$ cat src/vppr_pkg.sv
// Constants and types for the VBUS port protection register bank
package vppr_pkg;
	// ****************************************
	// Register map
	// ****************************************
	localparam int NREG = 26;
	localparam logic [7:0] REG_ADDR [NREG] = '{8'h14, 8'h15, 8'h16, 8'h17, 8'h18, 8'h19, 8'h1A, 8'h1B, 8'h1D,
		8'h1E, 8'h1F, 8'h36, 8'h37, 8'h3A, 8'h3C, 8'h3D, 8'h3F, 8'h53, 8'h54, 8'h55, 8'h56, 8'h57, 8'h58,
		8'h59, 8'h5A, 8'h60};
	localparam logic [7:0] REG_RST [NREG] = '{8'h00, 8'h00, 8'h22, 8'h22, 8'h02, 8'h50, 8'h50, 8'h22, 8'h02,
		8'h50, 8'h00, 8'h00, 8'h00, 8'hCF, 8'h00, 8'h00, 8'h81, 8'h0A, 8'h35, 8'h70, 8'h80, 8'h70, 8'h00,
		8'h1B, 8'h00, 8'h00};
	localparam logic [7:0] REG_WMASK [NREG] = '{8'h16, 8'h00, 8'h7F, 8'h7F, 8'h03, 8'hFF, 8'hFF, 8'h7F, 8'h03,
		8'hFF, 8'h01, 8'hFF, 8'hFF, 8'hCF, 8'hFF, 8'h00, 8'hC1, 8'hFF, 8'hFF, 8'hFF, 8'hF3, 8'hFF, 8'h03,
		8'hFF, 8'h03, 8'h80};
	localparam int IX_CEN = 0, IX_CSTS = 1, IX_OC1 = 2, IX_OC2 = 3, IX_OC3 = 4, IX_OC1T = 5, IX_OC2T = 6;
	localparam int IX_RC1 = 7, IX_RC3 = 8, IX_RC1T = 9, IX_VSEL = 10, IX_PATH = 11, IX_OT = 12;
	localparam int IX_SWEN = 13, IX_OVACT = 14, IX_OVSTS = 15, IX_FODD = 16 + 1, IX_FODT = 18;
	localparam int IX_VTH0L = 19, IX_TOL = 20, IX_VTH1L = 21, IX_VTH1H = 22, IX_VTH2L = 23, IX_VTH2H = 24;
	localparam int IX_SNK = 25;
	// Field positions
	localparam int EN_OC2_BIT = 1, EN_RC1_BIT = 2, EN_X3_BIT = 4;
	localparam int STS_OC1 = 0, STS_OC2 = 1, STS_OC3 = 2, STS_RC1 = 4, STS_RC3 = 6;
	localparam int LONG_BIT = 7, CNT_MSB = 6, LVL_MSB = 6;
	localparam int OT_EN_BIT = 0, OT_VC_BIT = 1;
	localparam int DPDM_DEG_BIT = 7, SBU_DEG_BIT = 6, REC_LSB = 4, REC_EDGE_BIT = 3;
	localparam int SNK_TRIG_BIT = 7, T2_LSB = 4, T1_LSB = 0, TOL_LSB = 4, SNK_EN_BIT = 7;
	// Switch kill masks {vconn, sbu2, sbu1, dm, dp}
	localparam logic [4:0] KILL_ALL = 5'h1F;
	localparam logic [4:0] KILL_OWN [3] = '{5'h0C, 5'h03, 5'h10};

	// ****************************************
	// Timing
	// ****************************************
	localparam int CLK_HZ = 10_000_000;
	localparam int MS_TIME_MS = 1;
	localparam int MS_CYCLES = CLK_HZ / 1000 * MS_TIME_MS;
	localparam int STEP_SHORT_MS = 10, STEP_LONG_MS = 50;
	localparam logic [3:0] TICKS_PER_STEP_MAX = 4'(STEP_SHORT_MS / MS_TIME_MS - 1);
	localparam logic [2:0] LONG_SUB_MAX = 3'(STEP_LONG_MS / STEP_SHORT_MS - 1);
	localparam int REC_STEP_US = 200, REC_BASE_STEPS = 2;
	localparam int REC_STEP_CYCLES = CLK_HZ / 1_000_000 * REC_STEP_US;
	localparam int DEG_TIME_NS = 2000;
	localparam logic [4:0] DEG_CYCLES = 5'((DEG_TIME_NS * (CLK_HZ / 1_000_000) + 999) / 1000);
	localparam int CTD_BASE_MS = 70, CTD_STEP_MS = 2, FOD_STEP_MS = 2;
	localparam int T1_BASE_MS = 5, T2_BASE_MS = 45, T_STEP_MS = 5;
	localparam int VTH_LSB_MV = 4, TOL_STEP = 2;

	// ****************************************
	// Types
	// ****************************************
	typedef struct packed {logic oc1; logic oc2; logic oc3; logic rc1; logic rc3;} vppr_cur_s;
	typedef struct packed {logic sbu2; logic sbu1; logic dm; logic dp; logic vconn;} vppr_ov_s;
	typedef struct packed {logic sbu2; logic sbu1; logic dm; logic dp;} vppr_sw_s;
	typedef struct packed {
		logic [6:0] oc1; logic [6:0] oc2; logic [1:0] oc3; logic [6:0] rc1; logic [1:0] rc3; logic high_vbus;
	} vppr_lvl_s;
	typedef struct packed {logic [9:0] vth0; logic [9:0] vth1; logic [9:0] vth2;} vppr_vth_s;
	typedef struct packed {logic hit; logic [4:0] idx;} vppr_hit_s;
	typedef enum logic [1:0] {FOD_IDLE, FOD_WAIT1, FOD_WAIT2} vppr_fod_e;

	// Address to register index
	function automatic vppr_hit_s vppr_lookup(input logic [7:0] a);
		vppr_hit_s r;
		r = '0;
		for (int i = 0; i < NREG; i++) begin
			if (REG_ADDR[i] == a) begin
				r.hit = 1'b1;
				r.idx = 5'(i);
			end
		end
		return r;
	endfunction : vppr_lookup

	// Cable-type delay in ms
	function automatic logic [7:0] vppr_ctd_ms(input logic [3:0] code);
		return 8'(CTD_BASE_MS + CTD_STEP_MS * int'(code));
	endfunction : vppr_ctd_ms

	// Sample time in ms from a base and a 3-bit code
	function automatic logic [6:0] vppr_sample_ms(input int base, input logic [2:0] code);
		return 7'(base + T_STEP_MS * int'(code));
	endfunction : vppr_sample_ms
endpackage : vppr_pkg

$ cat src/vppr_regs.sv
// VBUS port protection register bank and its protection logic
//
// Implementation choice: the strobed register port.
`timescale 1ns/1ps
module vppr_regs
	import vppr_pkg::*;
#(
	parameter int MS_CYC = MS_CYCLES,
	parameter int REC_STEP_CYC = REC_STEP_CYCLES
) (
	// Clock and reset
	input wire logic SYS_CLK,
	input wire logic RSTN,
	// Register port
	input wire logic [7:0] ADDR,
	input wire logic [7:0] WDATA,
	input wire logic WR,
	input wire logic RD,
	output logic [7:0] RDATA,
	// Current comparators and levels
	input wire logic STD_STANDARD_OVERCURRENT_ENABLE,
	input wire vppr_cur_s CUR_DET,
	output vppr_lvl_s CUR_LEVEL,
	output logic ALERT,
	// Watchdog and temperature
	input wire logic WDT_TIMEOUT,
	output logic [3:0] PATH_RESTORE,
	input wire logic OT_DET,
	output logic OT_PROTECT,
	// Overvoltage and switches
	input wire vppr_ov_s OV_DET,
	output vppr_sw_s SW_ON,
	output logic VCONN_OFF,
	// Foreign-object detection
	output logic [7:0] CTD_DELAY_MS,
	output logic [7:0] FOD_DELAY_MS,
	input wire logic SINK_CONNECTED,
	input wire logic [9:0] ADC_DATA,
	output logic FOD_PULLUP_ON,
	output logic FOD_DONE,
	output logic FOD_NOT_LOWER,
	output vppr_vth_s FOD_VTH
);
	localparam int MS_W = $clog2(MS_CYC + 1);
	localparam int REC_W = $clog2((REC_BASE_STEPS + 4) * REC_STEP_CYC);

	// ****************************************
	// Register port
	// ****************************************
	logic [7:0] regs [NREG];
	vppr_hit_s wr_hit, rd_hit;
	logic [7:0] rd_val, cur_sts, next_cur_sts, ov_flag, next_ov_flag;

	assign wr_hit = vppr_lookup(ADDR);
	assign rd_hit = wr_hit;

	// Masked register writes
	always_ff @(posedge SYS_CLK or negedge RSTN) begin
		if (!RSTN) begin
			for (int i = 0; i < NREG; i++) begin
				regs[i] <= REG_RST[i];
			end
		end else if (WR && wr_hit.hit) begin
			regs[wr_hit.idx] <= (regs[wr_hit.idx] & ~REG_WMASK[wr_hit.idx]) | (WDATA & REG_WMASK[wr_hit.idx]);
		end
	end

	// Read value with live and status overlays
	always_comb begin
		rd_val = regs[rd_hit.idx];
		if (!rd_hit.hit) begin
			rd_val = 8'h00;
		end else if (rd_hit.idx == 5'(IX_CEN)) begin
			rd_val = {regs[IX_CEN][7:1], STD_STANDARD_OVERCURRENT_ENABLE};
		end else if (rd_hit.idx == 5'(IX_CSTS)) begin
			rd_val = cur_sts;
		end else if (rd_hit.idx == 5'(IX_OVSTS)) begin
			rd_val = {ov_flag[7:4], SW_ON};
		end
	end

	// Read data one cycle after the strobe
	always_ff @(posedge SYS_CLK or negedge RSTN) begin
		if (!RSTN) begin
			RDATA <= 8'h00;
		end else if (RD) begin
			RDATA <= rd_val;
		end
	end

	// Threshold codes to the analog side
	always_comb begin
		CUR_LEVEL.oc1 = regs[IX_OC1][LVL_MSB:0];
		CUR_LEVEL.oc2 = regs[IX_OC2][LVL_MSB:0];
		CUR_LEVEL.oc3 = regs[IX_OC3][1:0];
		CUR_LEVEL.rc1 = regs[IX_RC1][LVL_MSB:0];
		CUR_LEVEL.rc3 = regs[IX_RC3][1:0];
		CUR_LEVEL.high_vbus = regs[IX_VSEL][0];
		FOD_VTH.vth0 = {regs[IX_TOL][1:0], regs[IX_VTH0L]};
		FOD_VTH.vth1 = {regs[IX_VTH1H][1:0], regs[IX_VTH1L]};
		FOD_VTH.vth2 = {regs[IX_VTH2H][1:0], regs[IX_VTH2L]};
	end

	// ****************************************
	// Time base
	// ****************************************
	logic [MS_W-1:0] ms_cnt;
	logic [3:0] deca;
	logic ms_tick, tick10;

	assign ms_tick = (ms_cnt == MS_W'(MS_CYC - 1));
	assign tick10 = ms_tick && (deca == TICKS_PER_STEP_MAX);

	// Millisecond and 10 ms enables
	always_ff @(posedge SYS_CLK or negedge RSTN) begin
		if (!RSTN) begin
			ms_cnt <= '0;
			deca <= 4'h0;
		end else begin
			ms_cnt <= ms_tick ? '0 : ms_cnt + 1'b1;
			if (ms_tick) begin
				deca <= tick10 ? 4'h0 : deca + 4'h1;
			end
		end
	end

	// ****************************************
	// Current persistence timers
	// ****************************************
	logic [2:0] ch_det, ch_long, ch_fire, ch_fired;
	logic [6:0] ch_limit [3];
	logic [6:0] ch_steps [3];
	logic [2:0] ch_sub [3];
	logic x3_en;

	// Channel 0 OC1, 1 OC2, 2 RC1
	always_comb begin
		x3_en = regs[IX_CEN][EN_X3_BIT];
		ch_det[0] = CUR_DET.oc1 & STD_STANDARD_OVERCURRENT_ENABLE;
		ch_det[1] = CUR_DET.oc2 & regs[IX_CEN][EN_OC2_BIT];
		ch_det[2] = CUR_DET.rc1 & regs[IX_CEN][EN_RC1_BIT];
		ch_limit[0] = regs[IX_OC1T][CNT_MSB:0];
		ch_limit[1] = regs[IX_OC2T][CNT_MSB:0];
		ch_limit[2] = regs[IX_RC1T][CNT_MSB:0];
		ch_long = {regs[IX_RC1T][LONG_BIT], regs[IX_OC2T][LONG_BIT], regs[IX_OC1T][LONG_BIT]};
		for (int c = 0; c < 3; c++) begin
			ch_fire[c] = ch_det[c] && !ch_fired[c] && (ch_steps[c] >= ch_limit[c]);
		end
	end

	// Step counting while the condition persists
	always_ff @(posedge SYS_CLK or negedge RSTN) begin
		if (!RSTN) begin
			ch_fired <= 3'h0;
			for (int c = 0; c < 3; c++) begin
				ch_steps[c] <= 7'h00;
				ch_sub[c] <= 3'h0;
			end
		end else begin
			for (int c = 0; c < 3; c++) begin
				if (!ch_det[c]) begin
					ch_fired[c] <= 1'b0;
					ch_steps[c] <= 7'h00;
					ch_sub[c] <= 3'h0;
				end else if (ch_fire[c]) begin
					ch_fired[c] <= 1'b1;
				end else if (!ch_fired[c] && tick10) begin
					if (ch_sub[c] == (ch_long[c] ? LONG_SUB_MAX : 3'h0)) begin
						ch_sub[c] <= 3'h0;
						ch_steps[c] <= ch_steps[c] + 7'h01;
					end else begin
						ch_sub[c] <= ch_sub[c] + 3'h1;
					end
				end
			end
		end
	end

	// ****************************************
	// Current status and alert
	// ****************************************
	logic [7:0] cur_set, cur_live;
	logic cur_rd, ov_rd;

	assign cur_rd = RD && rd_hit.hit && (rd_hit.idx == 5'(IX_CSTS));
	assign ov_rd = RD && rd_hit.hit && (rd_hit.idx == 5'(IX_OVSTS));

	// Sticky flags, set beats clear-on-read
	always_comb begin
		cur_set = 8'h00;
		cur_live = 8'h00;
		cur_set[STS_OC1] = ch_fire[0];
		cur_set[STS_OC2] = ch_fire[1];
		cur_set[STS_OC3] = CUR_DET.oc3 & x3_en;
		cur_set[STS_RC1] = ch_fire[2];
		cur_set[STS_RC3] = CUR_DET.rc3 & x3_en;
		cur_live[STS_OC1] = ch_det[0];
		cur_live[STS_OC2] = ch_det[1];
		cur_live[STS_OC3] = cur_set[STS_OC3];
		cur_live[STS_RC1] = ch_det[2];
		cur_live[STS_RC3] = cur_set[STS_RC3];
		next_cur_sts = (cur_rd ? (cur_sts & cur_live) : cur_sts) | cur_set;
	end

	// Status register and alert output
	always_ff @(posedge SYS_CLK or negedge RSTN) begin
		if (!RSTN) begin
			cur_sts <= 8'h00;
			ALERT <= 1'b0;
		end else begin
			cur_sts <= next_cur_sts;
			ALERT <= |next_cur_sts;
		end
	end

	// ****************************************
	// Watchdog restore and overtemperature
	// ****************************************
	logic ot_vconn;

	// Path restore pulse and temperature actions
	always_ff @(posedge SYS_CLK or negedge RSTN) begin
		if (!RSTN) begin
			PATH_RESTORE <= 4'h0;
			OT_PROTECT <= 1'b0;
			ot_vconn <= 1'b0;
		end else begin
			PATH_RESTORE <= WDT_TIMEOUT ? regs[IX_PATH][3:0] : 4'h0;
			OT_PROTECT <= OT_DET & regs[IX_OT][OT_EN_BIT];
			ot_vconn <= OT_DET & regs[IX_OT][OT_EN_BIT] & regs[IX_OT][OT_VC_BIT];
		end
	end

	// ****************************************
	// Overvoltage deglitch and recovery
	// ****************************************
	logic [2:0] grp_raw, grp_deg, grp_q, grp_prev, killed, rec_run;
	logic [4:0] deg_cnt [3];
	logic [REC_W-1:0] rec_cnt [3];
	logic [REC_W-1:0] rec_load;
	logic [4:0] kill;
	logic rec_fall;

	// Groups 0 SBU, 1 DP/DM, 2 VCONN
	always_comb begin
		grp_raw = {OV_DET.vconn, OV_DET.dm | OV_DET.dp, OV_DET.sbu1 | OV_DET.sbu2};
		grp_deg = {1'b0, regs[IX_OVACT][DPDM_DEG_BIT], regs[IX_OVACT][SBU_DEG_BIT]};
		rec_fall = regs[IX_OVACT][REC_EDGE_BIT];
		rec_load = REC_W'((REC_BASE_STEPS + int'(regs[IX_OVACT][REC_LSB+:2])) * REC_STEP_CYC - 1);
		kill = 5'h00;
		for (int g = 0; g < 3; g++) begin
			if (killed[g]) begin
				kill = kill | (regs[IX_OVACT][g] ? KILL_ALL : KILL_OWN[g]);
			end
		end
	end

	// Deglitch filter per group
	always_ff @(posedge SYS_CLK or negedge RSTN) begin
		if (!RSTN) begin
			grp_q <= 3'h0;
			for (int g = 0; g < 3; g++) begin
				deg_cnt[g] <= 5'h00;
			end
		end else begin
			for (int g = 0; g < 3; g++) begin
				if (grp_raw[g] == grp_q[g]) begin
					deg_cnt[g] <= 5'h00;
				end else if (!grp_deg[g] || deg_cnt[g] == DEG_CYCLES - 5'h01) begin
					grp_q[g] <= grp_raw[g];
					deg_cnt[g] <= 5'h00;
				end else begin
					deg_cnt[g] <= deg_cnt[g] + 5'h01;
				end
			end
		end
	end

	// Switch-off hold and recovery timing
	always_ff @(posedge SYS_CLK or negedge RSTN) begin
		if (!RSTN) begin
			grp_prev <= 3'h0;
			killed <= 3'h0;
			rec_run <= 3'h0;
			for (int g = 0; g < 3; g++) begin
				rec_cnt[g] <= '0;
			end
		end else begin
			grp_prev <= grp_q;
			for (int g = 0; g < 3; g++) begin
				if (grp_q[g] && !grp_prev[g]) begin
					killed[g] <= 1'b1;
					rec_run[g] <= !rec_fall;
					rec_cnt[g] <= rec_load;
				end else if (!grp_q[g] && grp_prev[g] && rec_fall) begin
					rec_run[g] <= 1'b1;
					rec_cnt[g] <= rec_load;
				end else if (rec_run[g]) begin
					if (rec_cnt[g] == '0) begin
						rec_run[g] <= 1'b0;
					end else begin
						rec_cnt[g] <= rec_cnt[g] - 1'b1;
					end
				end else if (killed[g] && !grp_q[g]) begin
					killed[g] <= 1'b0;
				end
			end
		end
	end

	// Next overvoltage flags, set beats clear-on-read
	always_comb begin
		next_ov_flag = 8'h00;
		next_ov_flag[7:4] = (ov_rd ? (ov_flag[7:4] & OV_DET[4:1]) : ov_flag[7:4])
			| (OV_DET[4:1] & {grp_q[0], grp_q[0], grp_q[1], grp_q[1]});
	end

	// Registered switch drive, VCONN cut and flags
	always_ff @(posedge SYS_CLK or negedge RSTN) begin
		if (!RSTN) begin
			SW_ON <= '0;
			VCONN_OFF <= 1'b0;
			ov_flag <= 8'h00;
		end else begin
			SW_ON <= regs[IX_SWEN][3:0] & ~kill[3:0];
			VCONN_OFF <= kill[4] | ot_vconn;
			ov_flag <= next_ov_flag;
		end
	end

	// ****************************************
	// Foreign-object detection
	// ****************************************
	vppr_fod_e fod_st;
	logic [6:0] fod_ms;
	logic [9:0] fod_s1;
	logic sink_prev, fod_trig;

	assign fod_trig = regs[IX_FODT][SNK_TRIG_BIT] && !regs[IX_SNK][SNK_EN_BIT] && SINK_CONNECTED && !sink_prev;

	// Delay figures for the cable and FOD timers
	always_ff @(posedge SYS_CLK or negedge RSTN) begin
		if (!RSTN) begin
			CTD_DELAY_MS <= 8'h00;
			FOD_DELAY_MS <= 8'h00;
		end else begin
			CTD_DELAY_MS <= vppr_ctd_ms(regs[IX_FODD][7:4]);
			FOD_DELAY_MS <= vppr_ctd_ms(regs[IX_FODD][7:4]) + 8'(FOD_STEP_MS * int'(regs[IX_FODD][3:0]));
		end
	end

	// Pull-up, two samples and comparison
	always_ff @(posedge SYS_CLK or negedge RSTN) begin
		if (!RSTN) begin
			fod_st <= FOD_IDLE;
			fod_ms <= 7'h00;
			fod_s1 <= 10'h000;
			sink_prev <= 1'b0;
			FOD_PULLUP_ON <= 1'b0;
			FOD_DONE <= 1'b0;
			FOD_NOT_LOWER <= 1'b0;
		end else begin
			sink_prev <= SINK_CONNECTED;
			FOD_DONE <= 1'b0;
			if (ms_tick) begin
				fod_ms <= fod_ms + 7'h01;
			end
			unique case (fod_st)
				FOD_IDLE: begin
					if (fod_trig) begin
						fod_st <= FOD_WAIT1;
						fod_ms <= 7'h00;
						FOD_PULLUP_ON <= 1'b1;
					end
				end
				FOD_WAIT1: begin
					if (!SINK_CONNECTED) begin
						fod_st <= FOD_IDLE;
						FOD_PULLUP_ON <= 1'b0;
					end else if (fod_ms == vppr_sample_ms(T1_BASE_MS, regs[IX_FODT][T1_LSB+:3])) begin
						fod_s1 <= ADC_DATA;
						fod_st <= FOD_WAIT2;
					end
				end
				FOD_WAIT2: begin
					if (!SINK_CONNECTED) begin
						fod_st <= FOD_IDLE;
						FOD_PULLUP_ON <= 1'b0;
					end else if (fod_ms == vppr_sample_ms(T2_BASE_MS, regs[IX_FODT][T2_LSB+:3])) begin
						FOD_NOT_LOWER <= ({1'b0, ADC_DATA} + 11'(TOL_STEP * (int'(regs[IX_TOL][TOL_LSB+:2]) + 1)))
							>= {1'b0, fod_s1};
						FOD_DONE <= 1'b1;
						FOD_PULLUP_ON <= 1'b0;
						fod_st <= FOD_IDLE;
					end
				end
			endcase
		end
	end
endmodule : vppr_regs

$ cat config.mk
export PLATFORM = sky130hd
export DESIGN_NAME = vppr_regs
export DESIGN_NICKNAME = d
export VERILOG_FILES = /design/src/vppr_pkg.sv /design/src/vppr_regs.sv
export SDC_FILE = /design/constraint.sdc
export NUM_CORES = 1
export LEC_CHECK = 0
export BUFFER_PORTS_ARGS = -buffer_cell sky130_fd_sc_hd__buf_2
export CAP_MARGIN = 20
export CORE_ASPECT_RATIO = 1.25
export CORE_UTILIZATION = 40
export CTS_CLUSTER_DIAMETER = 60
export CTS_CLUSTER_SIZE = 10
export DETAILED_ROUTE_END_ITERATION = 8
export MAX_ROUTING_LAYER = met4
export PLACE_DENSITY_LB_ADDON = 0.12
export REMOVE_ABC_BUFFERS = 1
export SYNTH_ARGS = -nofsm -noshare
export SYNTH_HDL_FRONTEND = slang
export SYNTH_SLANG_ARGS = --single-unit
$ cat constraint.sdc
create_clock -name SYS_CLK -period 3.3 [get_ports SYS_CLK]
set_input_delay 0.165 -clock SYS_CLK [delete_from_list [all_inputs] [get_ports SYS_CLK]]
set_output_delay 0.165 -clock SYS_CLK [all_outputs]
set_load 0.1 [all_outputs]
[Yosys cells after proc, flatten, opt, wreduce, memory -nomap -nowiden]
Memories as Yosys holds them, arrays and structs flattened.
Cells that the tools add are included.
Cells by class
  mux-type cells: 139
  bitwise operators: 26
  multipliers: 3
  $add $sub $neg: 22
  equality and inequality tests: 67
  magnitude comparators: 6
  reduce and logical (&&, ||, !) cells: 76
  divide/modulo/power cells: 0
  shift-type cells: 0
Operators by type and width (number)
  bitwise mux 208 bit: 1
  two-way mux 14 bit: 13
  two-way mux 6 bit: 26
  two-way mux 7 bit: 15
  == test 5 x 8 -> 1 bit, first input constant: 11
  two-way mux 8 bit: 10
  == test 7 x 8 -> 1 bit, first input constant: 9
  subtractor 14 x 1 -> 14 bit, second input constant: 4
  == test 6 x 8 -> 1 bit, first input constant: 6
  two-way mux 3 bit: 15
  two-way mux 5 bit: 9
  zero test 14 bit: 3
  binary-select mux 8 bit (select 5 bit): 1
  demux 8 bit (select 5 bit): 1
  two-way mux 1 bit: 37
  logical AND 1 bit: 30
  AND reduction 3 bit: 10
  adder 7 x 1 -> 7 bit, second input constant: 4
  inequality test 2 x 1 -> 1 bit, second input constant: 12
  greater-or-equal comparator 7 bit: 3
  bitwise AND 8 bit: 2
  two-way mux 4 bit: 4
  inequality test 2 bit, second input constant: 8
  AND reduction 2 bit: 8
  49 further kinds: 97
Word-level totals
  memories kept: 1
  memory bits (writable): 0
  output and inout port bits: 94
  ROM bits: 256
  flip-flop bits (word level): 394
  logic and storage cells: 411
  latch bits: 0
Memories
  (no name shown): words 32, bits a word 8, rd ports 1, clocked after Yosys merged registers in 0, wr ports 0, RTL line vppr_regs.sv:64  | regs[wr_hit.idx] <= (regs[wr_hit.idx] & ~REG_WMASK[wr_hit.idx]) | (WDATA & REG_WMASK[wr_hit.idx]);

[Logic depth before layout (Yosys ltp)]
Gate-level depths: netlist (run 1).
  depth in word-level cells: 35
  mapped depth: 18

[Least setup slack after synthesis (run 1)]
Ideal clock, no wire load.
  path type: input to register
  start: input ADDR[6]
  end: register regs[98] (netlist name)
  data required time: 3.227 ns
  arrival: 3.395 ns
  path slack: -0.167 ns
  setup time: 0.073 ns
  stages on the path: 17
  path buffers: 5
  cells stage by stage: buf_2 -> or3b_4 -> a211o_1 -> nand3_2 -> o21a_4 -> buf_6 -> buf_6 -> buf_4 -> ha_1 -> inv_1 -> o31ai_1 -> a21o_1 -> a22oi_1 -> or4_4 -> a21boi_1 -> buf_2 -> o21ai_1
On the way
  cells in the longest elaborated chain, start to end: 34
RTL lines
  from (decl): RTL line vppr_regs.sv:15  | input wire logic [7:0] ADDR,
  == test 5 x 8 -> 1 bit: RTL line vppr_pkg.sv:67  | if (REG_ADDR[i] == a) begin
  two-way mux 6 bit (24 in series): RTL line vppr_pkg.sv:67
  two-way mux 6 bit *: RTL line vppr_pkg.sv:67
  NOT 5 -> 6 bit: RTL line vppr_regs.sv:64
  memory (32 x 8 bit)
  two-way mux 8 bit (not written as such) (2 in series): RTL line vppr_regs.sv:64
  NOT 8 bit: RTL line vppr_regs.sv:64
  bitwise AND 8 bit: RTL line vppr_regs.sv:64
  OR 8 bit: RTL line vppr_regs.sv:64
  bitwise mux 208 bit: RTL line vppr_regs.sv:64
  to (signal, indexed assignment): RTL line vppr_regs.sv:61  | regs[i] <= REG_RST[i];
  to (signal, indexed assignment): RTL line vppr_regs.sv:64
  to (decl): RTL line vppr_regs.sv:50  | logic [7:0] regs [NREG];
Every way passes the cells marked *; elsewhere a longest branch is shown, timed or not. The select of a mux whose other input is x is not followed.
A chain may end at the register's enable or synchronous reset.

[Final worst setup path (run 1)]
  start: register ms_cnt[0]
  end: register ch_steps[5] (netlist name)
On the way
  cells in the longest elaborated chain, start to end: 5
RTL lines
  from (decl): RTL line vppr_regs.sv:107  | logic [MS_W-1:0] ms_cnt;
  from (signal assigned): RTL line vppr_regs.sv:120  | ms_cnt <= ms_tick ? '0 : ms_cnt + 1'b1;
  == test 14 bit: RTL line vppr_regs.sv:111  | assign ms_tick = (ms_cnt == MS_W'(MS_CYC - 1));
  logical AND 1 bit: RTL line vppr_regs.sv:112  | assign tick10 = ms_tick && (deca == TICKS_PER_STEP_MAX);
  logical AND 1 bit: RTL line vppr_regs.sv:167  | end else if (!ch_fired[c] && tick10) begin
  inequality test 2 x 1 -> 1 bit (no source line)
  AND reduction 3 bit (no source line)
  to (signal, indexed assignment): RTL line vppr_regs.sv:170  | ch_steps[c] <= ch_steps[c] + 7'h01;
  to (decl): RTL line vppr_regs.sv:132  | logic [6:0] ch_steps [3];
Every way passes these cells.

==> qor.yml, run 1 <==
run_status: "finished with violations"
violated_checks: "DRC"
post-layout-total-power_mw: 12.2
timing.rr.end: "ch_steps[5]"
gpl.final_weighted_congestion: 0.950
met2WireLength_mm: 33.8
setup-violations-final: 0
dp_cells: 3078
vdd_ir_drop_max_v: 0.000388
timing.final.crit_period_ps: 3050
asyncSetResetFlopFracSynth_pct: 100
max_clock_freq_mhz: 328
path_cells: "ha_1, nand3_1, nor4_2, nand4_1, buf_4, nor3_1, inv_2, a2111oi_4, nand4_1, or4b_1, a21oi_1"
power-per-cell-area_nw_per_um2: 485
number_of_buffers_on_the_longest_clock_path: 3
setup_repair_after_global_routing_missed_its_margin: "no"
layout_commonest_cell: "nand2_1"
htree_num_levels: 2
post_synth_num_cell_types: 102
number_of_enable_flip_flop_cells_after_synthesis: 0
cp-startpoint: "ms_cnt[0]"
synth_top_cell_area_share_pct: 42.0
timing_worst_slew_pin_value_ps: 897
number_of_max_capacitance_violations_reported: 0
place.detailed.hpwl_mm: 51.6
drt-met1-wl_mm: 28.2
design_area_um2: 25200
grt_first_pass_wirelength_mm: 104
syn_area_cell_um2: 9.44
post_drt_wl_per_cell_um: 21.3
grt_antenna_before_repair: 0
first_iter_violations: 1042
most_frequent_cell_on_the_critical_path: "nand4_1"
chipWidth_um: 207
min_from: "RD"
timing.setup.critical_path_class: "flip-flop to flip-flop"
layout-drive-gt1-share_pct: 20.4
ioPinCount: 138
synth_seq_cells: 391
hold_path_depth: 3
worstRegToRegCells: 11
cts.clk_slew.worst_paths_ps: 60
area_of_the_core_region_um2: 51700
met3RoutedLength_mm: 2.83
hold_path_end: "RDATA[7]"
cts-buffers-inserted: 46
port-buffer-count: 134
die_area_um2: 53400
root_buffer: "clkbuf_16"
global_route.overflow_total: 0
std_cell_rows: 93
post-synth-top-area-cell: "dfrtp_1"
remaining_drc_errors: 8
cp.required_ps: 3780
r2r_slack_ps: 250
pin_count_of_the_biggest_net_entering_global_routing: 89
layout-area-overhead-vs-synth_pct: 19.9
worstSetupEndpointType: "flip-flop"
grt_util_all_layers_pct: 26.7
most-common-layout-cells: "nand2_1, dfrtp_1, o21ai_1"
tritoncts: "yes"
max_used_layer: "met4"
r2r_start: "ms_cnt[0]"
vias: 17000
number_of_clock_sinks: 391
synthesis.area_um2: 21000
clkLatencyLatePin_ps: 600
timing.final.ws_setup_ps: 250
fraction_of_the_yosys_area_taken_by_sequential_cells_pct: 46.9
drt_pre_antenna_iters: 9
timing.final.max_slew_violations: 0
finalNonFillerCells: 3184
synth.area.top_cells: "dfrtp_1, nand2_1, ha_1"
category_of_the_worst_setup_path_launch_point: "flip-flop"
finalHoldViolations: 0
ys_flop_type: "dfrtp_1"
floorplan.initialDensity_pct: 40.6
timing.slew.headroom_pct: 40.2
first_global_vias: 17400
drt-vias-per-instance: 5.35
finalCritPeriodShare_pct: 92.4
cp.arrival_ps: 3530
finish.net_count: 2613
post-place-ws_ps: -141
power.leakage_nw: 11.0
clock_skew_ps: 26.2
remaining_number_of_nets_flagged_by_the_antenna_check_after_routing: 0
die_h_um: 258
synth_cells: 2223
post_place_instance_area_um2: 23500
fin_tns_setup_ps: 0
routed_wirelength_mm: 67.8
antennaDiodeCount: 0
min_path_type: "primary input to flip-flop"
worstPathMaxFanout: 4
timing.critical_path.slowest_stage_cell: "or4b_1"
synth-warning-count: 0
cp_slowest_stage_delay_ps: 530
-- routing by layer --
metal | vias to the layer above | global-route usage, %
met5 | - | -
met1 | 8280 | 31.4
met3 | 127 | 4.34
met2 | 370 | 44.9
met4 | 0 | 11.3
li1 | 8251 | -
-- cell families (layout without fill, tap and decap cells) --
logic type	Yosys count	in the layout	synth area share [%]
AOI/OAI and AO/OA	531	531	15.4
xor gates and xnor gates	111	111	4.63
adders and majority gates	85	85	5.14
buffers and inverters	256	550	6.24
DFF	391	391	46.9
muxes	84	84	4.40
other	2	4	0.0358
and+or+nand+nor	763	763	17.3
-- what timing repair did --
action                     in CTS  in global routing
pin swaps                       0                  1
gates resized for setup         1                  1
hold buffers                   22                  0
hold endpoints to repair       96                  0
setup endpoints to repair       1                  2
buffers inserted                0                  1
-- report_power, final --
| group | leakage, nW | switching [mW] | internal (mW) |
|---|---|---|---|
| clock network | 0.674 | 2.08 | 2.80 |
| registers | 4.99 | 0.224 | 5.00 |
| logic | 5.29 | 1.33 | 0.759 |
| total | 11.0 | 3.63 | 8.56 |
-- cells in the mapped netlist, drive strengths merged, types with 14 or more instances --
cell    instances
nand2         369
dfrtp         352
o21ai         246
nor2          144
buf           105
a21oi          98
inv            95
ha             83
xnor2          67
clkbuf         55
mux2i          54
nand3          45
xor2           44
dfstp          39
a21o           36
nor3           35
o211ai         31
and2           29
mux2           27
nor4           27
a31oi          23
nand4          17
nand2b         14
-- metrics by stage --
step	util, %	hold WS [ps]
after floorplan	-	-131
after global placement	45.5	265
after detailed placement	45.5	258
after CTS	48.7	2.36
after global routing	48.7	48.2
final	48.7	31.6
-- worst max-delay path, delay by kind of cell (launching register included) --
family          cells  cell delay (ps)
compound gates      2              570
fa+ha+maj           1              210
buf+inv             2              330
flops               1              390
simple gates        6             1440
-- cell type report --
type / count / area, µm²
inverter: 96 / 363
fill: 4956 / 26500
clock inverter: 8 / 131
tap: 665 / 832
timing repair buffer: 371 / 2830
sequential: 391 / 9830
multi-input combinational: 1578 / 9910
clock buffer: 75 / 1270
-- how the worst max path moves through the flow --
stage,slack [ps],to,cells after the start
2_1_floorplan,-1170,CUR_LEVEL[14],11
3_3_place_gp,-120,regs[30],13
3_5_place_dp,-140,rec_fall,14
4_1_cts,90,ch_steps[5],10
5_1_grt,40,ch_steps[5],11
6_report,250,ch_steps[5],11
-- flip-flops by register name, summed over array words and instances (netlist names), 4 cells and up --
register	flops
CUR_LEVEL	26
PATH_RESTORE	4
ms_cnt	14
cur_sts	8
regs	125
RDATA	8
fod_ms	7
rec_cnt	42
ch_steps	21
CTD_DELAY_MS	6
FOD_DELAY_MS	7
deca	4
ov_flag	4
ch_limit	21
fod_s1	10
deg_cnt	10
ch_sub	9
FOD_VTH	30
SW_ON	4
Note: power is estimated with default switching activity, not from simulation.
==> run 2: changes to the inputs <==
- CORE_MARGIN: unset -> 2
==> qor.yml, run 2 (same netlist as run 1, synthesis figures left out) <==
timing.critical_path.max_delay_family: "simple AND/OR/NAND/NOR gates"
max_clock_freq_mhz: 323
first_global_vias: 17400
antennaDiodeCount: 0
finalHoldViolations: 0
die_area_um2: 54300
post_place_instance_area_um2: 23600
clock_skew_ps: 36.3
remaining_number_of_nets_flagged_by_the_antenna_check_after_routing: 0
grt_antenna_before_repair: 0
hold_path_end: "RDATA[5]"
internal-power_mw: 8.68
worstRegToRegCells: 12
number_of_clock_sinks: 391
tritoncts: "yes"
place.detailed.hpwl_mm: 52.2
layout-drive-gt1-share_pct: 20.7
category_of_the_worst_setup_path_launch_point: "flip-flop"
first_iter_violations: 1044
finish.net_count: 2623
layout_commonest_cell: "nand2_1"
worstPathMaxFanout: 4
vdd_ir_drop_max_v: 0.000422
gpl.final_weighted_congestion: 0.990
registers.top_by_ff_count: "regs"
timing.final.crit_period_ps: 3100
vias: 17300
power-per-cell-area_nw_per_um2: 487
grt_first_pass_wirelength_mm: 106
worstSetupEndpointType: "flip-flop"
timing.slew.headroom_pct: 41.8
worstPathBufferInverterCount: 3
design_area_um2: 25300
ioPinCount: 138
remaining_drc_errors: 0
layout-area-overhead-vs-synth_pct: 20.4
cts-buffers-inserted: 47
clkPwrFrac_pct: 40.6
min_path_type: "primary input to flip-flop"
cts.clk_slew.worst_paths_ps: 50
min_from: "RD"
port-buffer-count: 134
setup-violations-final: 0
timing.setup.critical_path_class: "flip-flop to flip-flop"
r2r_slack_ps: 200
pin_count_of_the_biggest_net_entering_global_routing: 100
area_of_the_core_region_um2: 51700
cp.arrival_ps: 3590
std_cell_rows: 93
timing.critical_path.slowest_stage_cell: "or4b_1"
run_status: "finished, final reports clean"
drt-vias-per-instance: 5.42
power.leakage_nw: 11.0
hold_path_depth: 3
setup_repair_after_global_routing_missed_its_margin: "no"
r2r_start: "ms_cnt[0]"
timing_worst_slew_pin_value_ps: 873
path_cells: "ha_1, nand3_1, nor4_1, nand4_1, nor3_2, buf_4, inv_2, buf_4, a2111oi_4, nand4_1, or4b_1, a21oi_1"
cp.required_ps: 3790
power_switching_share_pct: 29.5
global_route.overflow_total: 0
die_h_um: 260
htree_num_levels: 2
routed_wirelength_mm: 68.8
post_drt_wl_per_cell_um: 21.5
switchingPower_mw: 3.62
fin_tns_setup_ps: 0
drt_pre_antenna_iters: 5
power.sequential.fraction_pct: 42.5
largest_reg_flops: 125
number_of_buffers_on_the_longest_clock_path: 3
cts.repair_timing.setup_buffer_count: 0
root_buffer: "clkbuf_16"
cp_slowest_stage_delay_ps: 530
most-common-layout-cells: "nand2_1, dfrtp_1, buf_4"
combinationalPowerShare_pct: 16.9
grt_util_all_layers_pct: 26.4
chipWidth_um: 209
timing.rr.end: "ch_steps[5]"
finalCritPeriodShare_pct: 93.8
timing.final.max_slew_violations: 0
floorplan.initialDensity_pct: 40.6
post-layout-total-power_mw: 12.3
number_of_max_capacitance_violations_reported: 0
clkLatencyLatePin_ps: 610
-- run 2: final cells by class --
type                       count  area [µm²]
fill                        4972       26400
tap                          665         832
timing repair buffer         380        2870
inverter                      96         363
sequential                   391        9830
multi-input combinational   1578        9910
clock buffer                  79        1300
clock inverter                 8         156
-- run 2: metal layers --
layer  up-vias  wire [µm]  global-route usage [%]  share of wire, %
li1       8261          -                       -                 -
met1      8453      28900                    31.9                42
met2       444      33800                    44.2                49
met3       154       2970                    3.56               4.3
met4         0       3170                    11.6               4.6
met5         -          0                       -                 0
-- run 2: metrics by stage --
step	utilization, %	setup WS [ps]	hold WS (ps)	instances
final	48.9	204	48.2	3197
after global routing	48.9	3.95	56.8	3197
after CTS	48.9	29.5	25.0	3197
after detailed placement	45.6	-252	115	3088
after global placement	45.6	-348	116	3088
after floorplan	-	-1170	-131	2065
-- run 2: repair_timing --
item,CTS,global route
setup endpoints to repair,0,7
endpoints found under the hold margin,216,0
resized for setup,0,2
hold buffers,22,0
-- run 2: worst max path at each step --
stage                    from  depth (start not counted)            end
detailed placement    ADDR[7]                         13     grp_deg[0]
global placement      ADDR[3]                         13  CUR_LEVEL[18]
finish              ms_cnt[0]                         12    ch_steps[5]
global route        ms_cnt[0]                         12    ch_steps[5]
CTS                 ms_cnt[0]                         12    ch_steps[5]
floorplan             ADDR[7]                         11  CUR_LEVEL[14]
-- run 2: worst min-delay path: stages --
cell and delay (ps):
buf_2 100, clkinv_1 180, o2bb2ai_1 140
-- run 2: power by group through the flow --
stage	Clock, mW	Sequential, mW	Combinational, mW
CTS	5.13	5.23	2.09
global route	5.33	5.25	2.23
detailed placement	0	5.31	2.06
finish	4.99	5.23	2.08
floorplan	0	5.38	0.849
global placement	0	5.31	2.04
